[src/vmcfg_consts.vh]
/*
  Constants for the voltmeter channel configuration handler: register
  offsets, command word fields, setting codes and reset defaults.
  Assumes it is included by its bare name from the design file.
*/
`ifndef VMCFG_CONSTS_VH
`define VMCFG_CONSTS_VH
// Register byte offsets
`define VMCFG_OFS_CMD 5'h00
`define VMCFG_OFS_STATUS 5'h04
`define VMCFG_OFS_TOKFMT 5'h08
`define VMCFG_OFS_REPLY0 5'h10
`define VMCFG_OFS_REPLY1 5'h14
`define VMCFG_OFS_REPLY2 5'h18
`define VMCFG_OFS_REPLY3 5'h1C
// Command word fields
`define VMCFG_OP_LSB 0
`define VMCFG_CH_LSB 4
`define VMCFG_QRY_BIT 7
`define VMCFG_KW_BIT 8
`define VMCFG_ARG_LSB 16
// Opcodes
`define VMCFG_OP_LOCAL 4'h0
`define VMCFG_OP_LFREQ 4'h1
`define VMCFG_OP_DISP 4'h2
`define VMCFG_OP_LOCK 4'h3
`define VMCFG_OP_SCALE 4'h4
`define VMCFG_OP_ATTEN 4'h5
`define VMCFG_OP_ACAL 4'h6
`define VMCFG_OP_FILT 4'h7
`define VMCFG_OP_AUTO 4'h8
// Auto keyword codes
`define VMCFG_KW_OFF 16'h0000
`define VMCFG_KW_ALL 16'h0001
`define VMCFG_KW_SCALE 16'h0002
`define VMCFG_KW_DIVIDER 16'h0003
`define VMCFG_KW_AUTOCAL_REGIME 16'h0004
`define VMCFG_KW_FILTER 16'h0005
// Auto mask bits
`define VMCFG_AB_SCALE 0
`define VMCFG_AB_DIV 1
`define VMCFG_AB_AUTOCAL_REGIME 2
`define VMCFG_AB_FILT 3
// Printed values
`define VMCFG_HZ_50 16'h0032
`define VMCFG_HZ_60 16'h003C
`define VMCFG_SC_20 16'h0014
`define VMCFG_SC_2 16'h0002
`define VMCFG_SC_1000 16'h03E8
`define VMCFG_SC_200 16'h00C8
// Scale codes held internally
`define VMCFG_SCODE_20 2'h0
`define VMCFG_SCODE_2 2'h1
`define VMCFG_SCODE_1000 2'h2
`define VMCFG_SCODE_200 2'h3
// Attenuator and autocal codes
`define VMCFG_ATT_OFF 2'h0
`define VMCFG_ATT_ON 2'h1
`define VMCFG_ATT_OUT 2'h2
`define VMCFG_ACAL_GND 2'h1
`define VMCFG_ACAL_REF4 2'h2
`define VMCFG_ACAL_REF3 2'h3
// Keyword form flag in a reply word
`define VMCFG_REPLY_KW 16'h8000
// Reset defaults
`define VMCFG_RST_DISP 1'h1
`define VMCFG_RST_LOCK 1'h1
`define VMCFG_RST_SCALE 2'h0
`define VMCFG_RST_ATT 2'h1
`define VMCFG_RST_ACAL 2'h2
`define VMCFG_RST_FILT 1'h0
`define VMCFG_RST_AUTO 4'h0
`endif

[src/vmcfg_core.v]
/*
  Configuration command handler for a four-channel voltmeter.
  Commands arrive pre-tokenised as words over an Avalon-MM slave;
  per-channel settings drive the measurement and display logic.
  Assumes one 50 MHz clock, an external nonvolatile cell for the
  line frequency, and synchronous status inputs.
*/
`include "vmcfg_consts.vh"
`timescale 1ns/1ps
`default_nettype none
module vmcfg_core (
  input wire sys_clk, // System clock
  input wire nrst, // Async reset, active low
  input wire [4:0] avs_address, // Byte address
  input wire avs_read, // Read strobe
  input wire avs_write, // Write strobe
  input wire [31:0] avs_writedata, // Write data
  output reg [31:0] avs_readdata, // Read data
  output wire avs_waitrequest, // Stall request
  input wire nv_freq_60, // Stored line frequency is 60 Hz
  output reg nv_wr_en, // Store new line frequency
  output reg nv_wr_60, // Value to store
  input wire [3:0] cal_done, // Autocal finished per channel
  input wire [7:0] meas_scale, // Measured scale code per channel
  input wire [3:0] button_in, // Panel button press per channel
  input wire [3:0] msg_in, // Remote message strobe per channel
  output reg [3:0] disp_show_reading, // Show new reading
  output reg [3:0] disp_blank, // Blank display
  output reg [3:0] disp_show_msg, // Show remote message
  output reg [3:0] button_accept, // Button press passed on
  output reg [7:0] scale_eff, // Effective scale code per channel
  output reg [7:0] atten_eff, // Effective attenuator code
  output reg [7:0] autocal_eff, // Effective autocal regime
  output reg [3:0] filter_eff, // Effective filter state
  output reg [3:0] ovp_high_limit, // 20 V protection limit
  output reg line_freq_60, // Line rejection at 60 Hz
  output reg trig_local // Pulse: trigger mode to local
);

  // Bus handshake state
  reg ack_q; // Answer cycle
  // Per-channel settings
  reg disp_q [0:3]; // Display enable
  reg lock_q [0:3]; // 1 normal, 0 locked out
  reg [1:0] scale_q [0:3]; // Scale code
  reg [1:0] att_q [0:3]; // Attenuator code
  reg [1:0] acal_q [0:3]; // Autocal regime
  reg filt_q [0:3]; // Filter state
  reg [3:0] auto_q [0:3]; // Autorange mask
  // Global state
  reg tokfmt_q; // 1 keyword replies
  reg rej_q; // Last command rejected
  reg [2:0] rcnt_q; // Reply count
  reg [15:0] reply_q [0:3]; // Reply words
  reg nv_load_q; // Loads stored frequency after reset
  // Command decode
  wire cmd_go; // Command write accepted
  wire [3:0] op; // Opcode
  wire [2:0] ch; // Channel field
  wire qry; // Query form
  wire kw; // Argument given as keyword
  wire [15:0] arg; // Argument
  wire ch_bad; // Channel out of range
  wire op_bad; // Opcode not in the command set
  reg arg_bad; // Argument out of range
  integer i; // Channel loop index

  assign cmd_go = avs_write & ack_q & (avs_address == `VMCFG_OFS_CMD);
  assign op = avs_writedata[`VMCFG_OP_LSB +: 4];
  assign ch = avs_writedata[`VMCFG_CH_LSB +: 3];
  assign qry = avs_writedata[`VMCFG_QRY_BIT];
  assign kw = avs_writedata[`VMCFG_KW_BIT];
  assign arg = avs_writedata[`VMCFG_ARG_LSB +: 16];
  // Channel 0 means all four; anything past 4 is refused
  assign ch_bad = (ch > 3'h4);
  assign op_bad = (op > `VMCFG_OP_AUTO);
  assign avs_waitrequest = (avs_read | avs_write) & ~ack_q;

  // Maps a printed scale value to its code
  function [1:0] scale_code;
    input [15:0] v;
    begin
      case (v)
        `VMCFG_SC_2: scale_code = `VMCFG_SCODE_2;
        `VMCFG_SC_1000: scale_code = `VMCFG_SCODE_1000;
        `VMCFG_SC_200: scale_code = `VMCFG_SCODE_200;
        default: scale_code = `VMCFG_SCODE_20;
      endcase
    end
  endfunction

  // Maps a scale code back to its printed value
  function [15:0] scale_val;
    input [1:0] c;
    begin
      case (c)
        `VMCFG_SCODE_2: scale_val = `VMCFG_SC_2;
        `VMCFG_SCODE_1000: scale_val = `VMCFG_SC_1000;
        `VMCFG_SCODE_200: scale_val = `VMCFG_SC_200;
        default: scale_val = `VMCFG_SC_20;
      endcase
    end
  endfunction

  // Formats a token reply in the chosen form
  function [15:0] tok_reply;
    input [1:0] c;
    input kwf;
    begin
      tok_reply = {14'h0000, c} | (kwf ? `VMCFG_REPLY_KW : 16'h0000);
    end
  endfunction

  // Channel selected by the channel field
  function ch_sel;
    input [2:0] c;
    input [1:0] n;
    begin
      ch_sel = (c == 3'h0) | (c == {1'b0, n} + 3'h1);
    end
  endfunction

  // Channel whose setting fills reply slot n
  function [1:0] reply_src;
    input [2:0] c;
    input [1:0] n;
    begin
      reply_src = (c == 3'h0) ? n : (c[1:0] - 2'h1);
    end
  endfunction

  // Validates set arguments
  always @* begin
    arg_bad = 1'b0;
    case (op)
      `VMCFG_OP_LFREQ: arg_bad = (arg != `VMCFG_HZ_50) & (arg != `VMCFG_HZ_60);
      `VMCFG_OP_DISP, `VMCFG_OP_LOCK, `VMCFG_OP_FILT: arg_bad = (arg > 16'h0001);
      `VMCFG_OP_SCALE: arg_bad = (arg != `VMCFG_SC_20) & (arg != `VMCFG_SC_2) &
                                 (arg != `VMCFG_SC_1000) & (arg != `VMCFG_SC_200);
      `VMCFG_OP_ATTEN: arg_bad = (arg > 16'h0002);
      `VMCFG_OP_ACAL: arg_bad = (arg > 16'h0003);
      `VMCFG_OP_AUTO: arg_bad = kw ? (arg > `VMCFG_KW_FILTER) : (arg > 16'h000F);
      `VMCFG_OP_LOCAL: arg_bad = 1'b0;
      default: arg_bad = 1'b1;
    endcase
  end

  // Bus answer: one wait cycle, then the request completes
  always @(posedge sys_clk or negedge nrst) begin
    if (!nrst) begin
      ack_q <= 1'b0;
      avs_readdata <= 32'h00000000;
    end else begin
      // Exactly one wait state: the stall drops one cycle after the request
      ack_q <= (avs_read | avs_write) & ~ack_q;
      if (avs_read & ~ack_q) begin
        case (avs_address)
          `VMCFG_OFS_STATUS: avs_readdata <= {27'h0000000, rcnt_q, tokfmt_q, rej_q};
          `VMCFG_OFS_TOKFMT: avs_readdata <= {31'h00000000, tokfmt_q};
          `VMCFG_OFS_REPLY0: avs_readdata <= {16'h0000, reply_q[0]};
          `VMCFG_OFS_REPLY1: avs_readdata <= {16'h0000, reply_q[1]};
          `VMCFG_OFS_REPLY2: avs_readdata <= {16'h0000, reply_q[2]};
          `VMCFG_OFS_REPLY3: avs_readdata <= {16'h0000, reply_q[3]};
          default: avs_readdata <= 32'h00000000;
        endcase
      end
    end
  end

  // Line frequency: loaded from the nonvolatile cell after reset
  always @(posedge sys_clk or negedge nrst) begin
    if (!nrst) begin
      nv_load_q <= 1'b1;
      line_freq_60 <= 1'b0;
      nv_wr_en <= 1'b0;
      nv_wr_60 <= 1'b0;
    end else begin
      nv_load_q <= 1'b0;
      nv_wr_en <= 1'b0;
      if (nv_load_q) begin
        line_freq_60 <= nv_freq_60;
      end else if (cmd_go & ~qry & ~ch_bad & ~arg_bad & (op == `VMCFG_OP_LFREQ)) begin
        // A refused command must not reach the nonvolatile cell
        // store accepted value
        line_freq_60 <= (arg == `VMCFG_HZ_60);
        nv_wr_en <= 1'b1;
        nv_wr_60 <= (arg == `VMCFG_HZ_60);
      end
    end
  end

  // Command execution and per-channel settings
  always @(posedge sys_clk or negedge nrst) begin
    if (!nrst) begin
      tokfmt_q <= 1'b0;
      rej_q <= 1'b0;
      rcnt_q <= 3'h0;
      trig_local <= 1'b0;
      disp_blank <= 4'h0;
      for (i = 0; i < 4; i = i + 1) begin
        disp_q[i] <= `VMCFG_RST_DISP;
        lock_q[i] <= `VMCFG_RST_LOCK;
        scale_q[i] <= `VMCFG_RST_SCALE;
        att_q[i] <= `VMCFG_RST_ATT;
        acal_q[i] <= `VMCFG_RST_ACAL;
        filt_q[i] <= `VMCFG_RST_FILT;
        auto_q[i] <= `VMCFG_RST_AUTO;
        reply_q[i] <= 16'h0000;
      end
    end else begin
      trig_local <= 1'b0;
      disp_blank <= 4'h0;
      if (avs_write & ack_q & (avs_address == `VMCFG_OFS_TOKFMT)) begin
        tokfmt_q <= avs_writedata[0];
      end
      if (cmd_go) begin
        // Unknown opcodes are refused for queries as well as sets
        rej_q <= ch_bad | op_bad | (~qry & arg_bad);
        if (qry & ~ch_bad & ~op_bad) begin
          rcnt_q <= ((ch == 3'h0) & (op != `VMCFG_OP_LFREQ)) ? 3'h4 : 3'h1;
          // Slot i takes channel i+1 on an all-channel query
          for (i = 0; i < 4; i = i + 1) begin
            case (op)
              `VMCFG_OP_LFREQ: reply_q[i] <= line_freq_60 ? `VMCFG_HZ_60 : `VMCFG_HZ_50;
              `VMCFG_OP_DISP: reply_q[i] <= tok_reply({1'b0, disp_q[reply_src(ch, i[1:0])]}, tokfmt_q);
              `VMCFG_OP_LOCK: reply_q[i] <= tok_reply({1'b0, lock_q[reply_src(ch, i[1:0])]}, tokfmt_q);
              `VMCFG_OP_SCALE: reply_q[i] <= scale_val(scale_q[reply_src(ch, i[1:0])]);
              `VMCFG_OP_ATTEN: reply_q[i] <= tok_reply(att_q[reply_src(ch, i[1:0])], tokfmt_q);
              `VMCFG_OP_ACAL: reply_q[i] <= tok_reply(acal_q[reply_src(ch, i[1:0])], tokfmt_q);
              `VMCFG_OP_FILT: reply_q[i] <= tok_reply({1'b0, filt_q[reply_src(ch, i[1:0])]}, tokfmt_q);
              `VMCFG_OP_AUTO: reply_q[i] <= {12'h000, auto_q[reply_src(ch, i[1:0])]};
              default: reply_q[i] <= 16'h0000;
            endcase
          end
        end else if (~qry & ~ch_bad & ~arg_bad) begin
          rcnt_q <= 3'h0;
          if (op == `VMCFG_OP_LOCAL) begin
            trig_local <= 1'b1;
          end
          for (i = 0; i < 4; i = i + 1) begin
            if (ch_sel(ch, i[1:0]) | (op == `VMCFG_OP_LOCAL)) begin
              case (op)
                `VMCFG_OP_LOCAL: begin
                  auto_q[i] <= 4'h0;
                  att_q[i] <= (scale_q[i] == `VMCFG_SCODE_20) ? `VMCFG_ATT_ON : `VMCFG_ATT_OFF;
                end
                `VMCFG_OP_DISP: begin
                  disp_q[i] <= arg[0];
                  disp_blank[i] <= ~arg[0];
                end
                `VMCFG_OP_LOCK: lock_q[i] <= arg[0];
                `VMCFG_OP_SCALE: scale_q[i] <= scale_code(arg);
                `VMCFG_OP_ATTEN: att_q[i] <= arg[1:0];
                `VMCFG_OP_ACAL: acal_q[i] <= arg[1:0];
                `VMCFG_OP_FILT: filt_q[i] <= arg[0];
                `VMCFG_OP_AUTO: begin
                  if (!kw) begin
                    auto_q[i] <= arg[3:0];
                  end else if (arg == `VMCFG_KW_OFF) begin
                    auto_q[i] <= 4'h0;
                  end else if (arg == `VMCFG_KW_ALL) begin
                    auto_q[i] <= 4'hF;
                  end else begin
                    auto_q[i] <= auto_q[i] | (4'h1 << (arg[2:0] - 3'h2));
                  end
                end
                default: auto_q[i] <= auto_q[i];
              endcase
            end
          end
        end
      end
    end
  end

  // Effective settings and display events per channel
  always @(posedge sys_clk or negedge nrst) begin
    if (!nrst) begin
      scale_eff <= 8'h00;
      atten_eff <= 8'h00;
      autocal_eff <= 8'h00;
      filter_eff <= 4'h0;
      ovp_high_limit <= 4'h0;
      disp_show_reading <= 4'h0;
      disp_show_msg <= 4'h0;
      button_accept <= 4'h0;
    end else begin
      for (i = 0; i < 4; i = i + 1) begin
        scale_eff[2*i +: 2] <= auto_q[i][`VMCFG_AB_SCALE] ? meas_scale[2*i +: 2] : scale_q[i];
        if (auto_q[i][`VMCFG_AB_DIV]) begin
          atten_eff[2*i +: 2] <= (scale_q[i] == `VMCFG_SCODE_20) ? `VMCFG_ATT_ON : `VMCFG_ATT_OUT;
        end else begin
          atten_eff[2*i +: 2] <= att_q[i];
        end
        if (auto_q[i][`VMCFG_AB_DIV]) begin
          ovp_high_limit[i] <= (scale_q[i] == `VMCFG_SCODE_20);
        end else begin
          ovp_high_limit[i] <= (att_q[i] == `VMCFG_ATT_ON);
        end
        if (auto_q[i][`VMCFG_AB_AUTOCAL_REGIME]) begin
          autocal_eff[2*i +: 2] <= scale_q[i][1] ? `VMCFG_ACAL_REF3 : `VMCFG_ACAL_REF4;
        end else begin
          autocal_eff[2*i +: 2] <= acal_q[i];
        end
        filter_eff[i] <= auto_q[i][`VMCFG_AB_FILT] ? scale_q[i][1] : filt_q[i];
        disp_show_reading[i] <= cal_done[i] & disp_q[i];
        disp_show_msg[i] <= msg_in[i];
        button_accept[i] <= button_in[i] & lock_q[i];
      end
    end
  end

endmodule
`default_nettype wire

[config.mk]
export PLATFORM = sky130hd
export DESIGN_NAME = vmcfg_core
export DESIGN_NICKNAME = d
export VERILOG_FILES = /design/src/vmcfg_core.v
export VERILOG_INCLUDE_DIRS = /design/src
export SDC_FILE = /design/constraint.sdc
export NUM_CORES = 1
export LEC_CHECK = 0
export ABC_AREA = 1
export BUFFER_PORTS_ARGS = -buffer_cell sky130_fd_sc_hd__buf_2
export CAP_MARGIN = 15
export CORE_ASPECT_RATIO = 0.8
export CORE_UTILIZATION = 48
export DETAILED_ROUTE_END_ITERATION = 6
export GPL_TIMING_DRIVEN = 0
export PLACE_DENSITY = 0.72
export SLEW_MARGIN = 15
export SYNTH_ARGS = -nofsm -noshare
export SYNTH_HDL_FRONTEND = slang
export SYNTH_SLANG_ARGS = --single-unit
[constraint.sdc]
create_clock -name sys_clk -period 2 [get_ports sys_clk]
set_clock_uncertainty 0.2 [all_clocks]
set_input_delay 0 -clock sys_clk [delete_from_list [all_inputs] [get_ports sys_clk]]
set_output_delay 0 -clock sys_clk [all_outputs]
set_load 0.03 [all_outputs]
==> metrics.csv <==
metric;value;unit
dpl.cell_count;1549;
clock-sinks;152;
fmax;0.511;GHz
fillCellCount;1567;
drt_first_pass_iters;5;
antenna_cells;0;
required;2110;ps
die_w;153;µm
clkTransAtPathRegs;70;ps
synth_top_cell_by_area;dfrtp_1;
crit_slowest_cell;dfrtp_2;
p_leak;5.56;nW
critPathTopFamily;buffers and inverters;
worst-setup-path-type;reg -> reg;
yosysSeqAreaShare;43.8;%
die_area;18800;µm²
setup_tns;0;ps
pwr-share-comb;14.3;%
pwr-share-seq;43.9;%
num_vias;9212;
grtUsageMet3;9.89;%
post-route-min-period;1960;ps
ios;147;
rsz0062_at_grt;true;
power_density;654;nW/µm²
p_sw_share;29.7;%
grt_max_degree;79;
finalCritPeriodShare;97.9;%
vias_per_cell;5.57;
cts_buffer_depth;2;
first_iter_violations;1011;
crit_chain;nand3_1 > inv_1 > nand2_2 > inv_4 > nand2_8 > inv_1 > buf_4 > nand2_1 > a31oi_1 > a22oi_1;
cp.arrival;2070;ps
cts_root_buf;clkbuf_16;
cts_max_level;4;
intPower;5.12;mW
p_sw;2.16;mW
worst-path-buf-inv;4;
synth_area;8740;µm²
clk_latency;450;ps
cts_tree;yes;
mostFrequentLayoutCell;nand2_1;
max-slew-margin-rel;48.8;%
post_drt_wl_per_cell;18.7;µm
design.core.area;17600;µm²
rr_worst_depth;10;
overflow;0;
grt_use_met1;47.0;%
track_usage;33.9;%
cts_buffers;17;
yosys-top-cells-area;dfrtp_1 39%, nand2_1 12%, o21ai_0 8.1%, inv_1 7.1%, dfstp_2 5.1%;
hold_path.class;in -> reg;
fin_nets;1478;
ir_drop;0.671;mV
worst_pin_slew;761;ps
postLayoutSetupSlackWorst;42.3;ps
fin_cells;1653;
io_buffers;117;
drive_gt1_share;19.3;%
crit_path_frequent_cell;inv_1;
critPathMaxStageDelay;360;ps
crit_path_start_kind;flop;
antenna_found_initial;0;
initial_core_util;49.7;%
grt_pass1_vias;8433;
maxCapViolCount;0;
yosysWarnings;0;
setup_violations;0;
hpwl;22400;µm
area.growth.synth_to_final;27.3;%
synth_top_area_share;38.6;%
hold_violations;0;
grt_use_met2;50.9;%
cp-end-kind;flop;
cp_num_cells;10;
drc_errors;0;
gp_congestion;0.940;
syn-mean-instance-area;7.38;µm²
postRouteAntennaNets;0;
final_cell_mix;274 x nand2_1, 163 x inv_1, 139 x o21ai_0;
pwr-share-clk;41.8;%
pre_cts_slack;-692;ps
num_rows;43;
slew_violations;0;
drt-total-wl;30900;µm
grt_pass1_wl;47000;µm
status;complete, no violations;
holdPathStages;2;
synth-seq-cells;152;
top_usage_layer;met2;
cp_max_fo;10;
syn_inst;1185;
die_y;123;µm
synth.distinct_cells;40;
[layout make-up]
class | count | area (µm²) | area share, %
Buffer | 65 | 389 | 3.50
Clock buffer | 19 | 433 | 3.89
Clock inverter | 13 | 111 | 1.00
Inverter | 168 | 633 | 5.69
Multi-Input combinational cell | 821 | 4080 | 36.6
Sequential cell | 152 | 3830 | 34.4
Tap cell | 225 | 282 | 2.53
Timing Repair Buffer | 190 | 1380 | 12.4
[final timing paths]
check	from	to	slack, ps
max	ack_q$_DFF_PN0_	reply_q[33]$_DFFE_PN0P_	40
min	msg_in[2]	disp_show_msg[2]$_DFF_PN0_	10
max reg2reg	ack_q$_DFF_PN0_	reply_q[33]$_DFFE_PN0P_	40
min reg2reg	att_q[5]$_DFFE_PN0P_	ovp_high_limit[1]$_DFF_PN0_	280
max in group asynchronous	nrst	lock_q[1]$_DFFE_PN1P_	300
min in group asynchronous	nrst	disp_show_msg[2]$_DFF_PN0_	460
[per-layer routing]
metal  part of all wire (%)  wire, µm  up-vias
met2                     44     13500      512
met4                    1.9       578        0
met5                      0         0        -
met3                     11      3460       59
li1                       -         -     4298
met1                     43     13400     4343
[timing repair]
item / 4_1_cts / 5_1_grt
hold buffers: 60 / 0
resized for setup: 16 / 35
endpoints found under the hold margin: 219 / 0
pin swaps: 2 / 7
setup buffers: 3 / 9
gates cloned: 0 / 1
endpoints found under the setup margin: 93 / 69
[power by group through the flow]
stage / Combinational, mW / Sequential [mW] / Clock (mW)
4_1_cts: 1.00 / 3.20 / 3.06
3_5_place_dp: 0.903 / 3.25 / 0
6_report: 1.04 / 3.20 / 3.04
3_3_place_gp: 0.886 / 3.25 / 0
2_1_floorplan: 0.492 / 3.32 / 0
5_1_grt: 1.12 / 3.21 / 3.21
[through the flow]
step	area (µm²)	util, %	hold WS (ps)	total power, mW
global route	11100	63.3	6.01	7.54
floorplan	8820	-	-496	3.81
finish	11100	63.3	9.93	7.28
global placement	9690	55.1	-91.8	4.14
CTS	10900	62.2	-15.1	7.26
detailed placement	9720	55.3	-204	4.16
[state kept, by name, indices dropped and copies added, names as in the netlist, 8 cells and up]
name,cells
acal_q,8
atten_eff,8
avs_readdata,9
scale_eff,8
reply_q,33
att_q,8
autocal_eff,8
scale_q,8
auto_q,16
[synth_stat cells (all sizes together)]
cell type,count
a21boi,1
mux2,3
conb,1
o211ai,18
a31oi,3
dfstp,17
a21oi,41
or2,2
nand3,91
o221ai,2
ha,1
o21ai,144
nand4,16
clkinv,1
nand2,283
inv,167
o31ai,4
clkbuf,22
buf,44
nand3b,1
nor3,22
a22o,2
o2111ai,1
a22oi,2
o21bai,52
dfrtp,135
o22ai,13
nor2,95
nor4,1
[logic make-up (layout without fill, tap and decap cells)]
family	Yosys count	in the layout	synth area share, %
simple gates	511	512	25.4
compound gates	283	283	18.9
buf+inv	234	455	11.4
flops	152	152	43.8
mux	3	3	0.386
fa+ha+maj	1	1	0.143
other cells	1	22	0.0429
(Power assumes the default switching activity.)
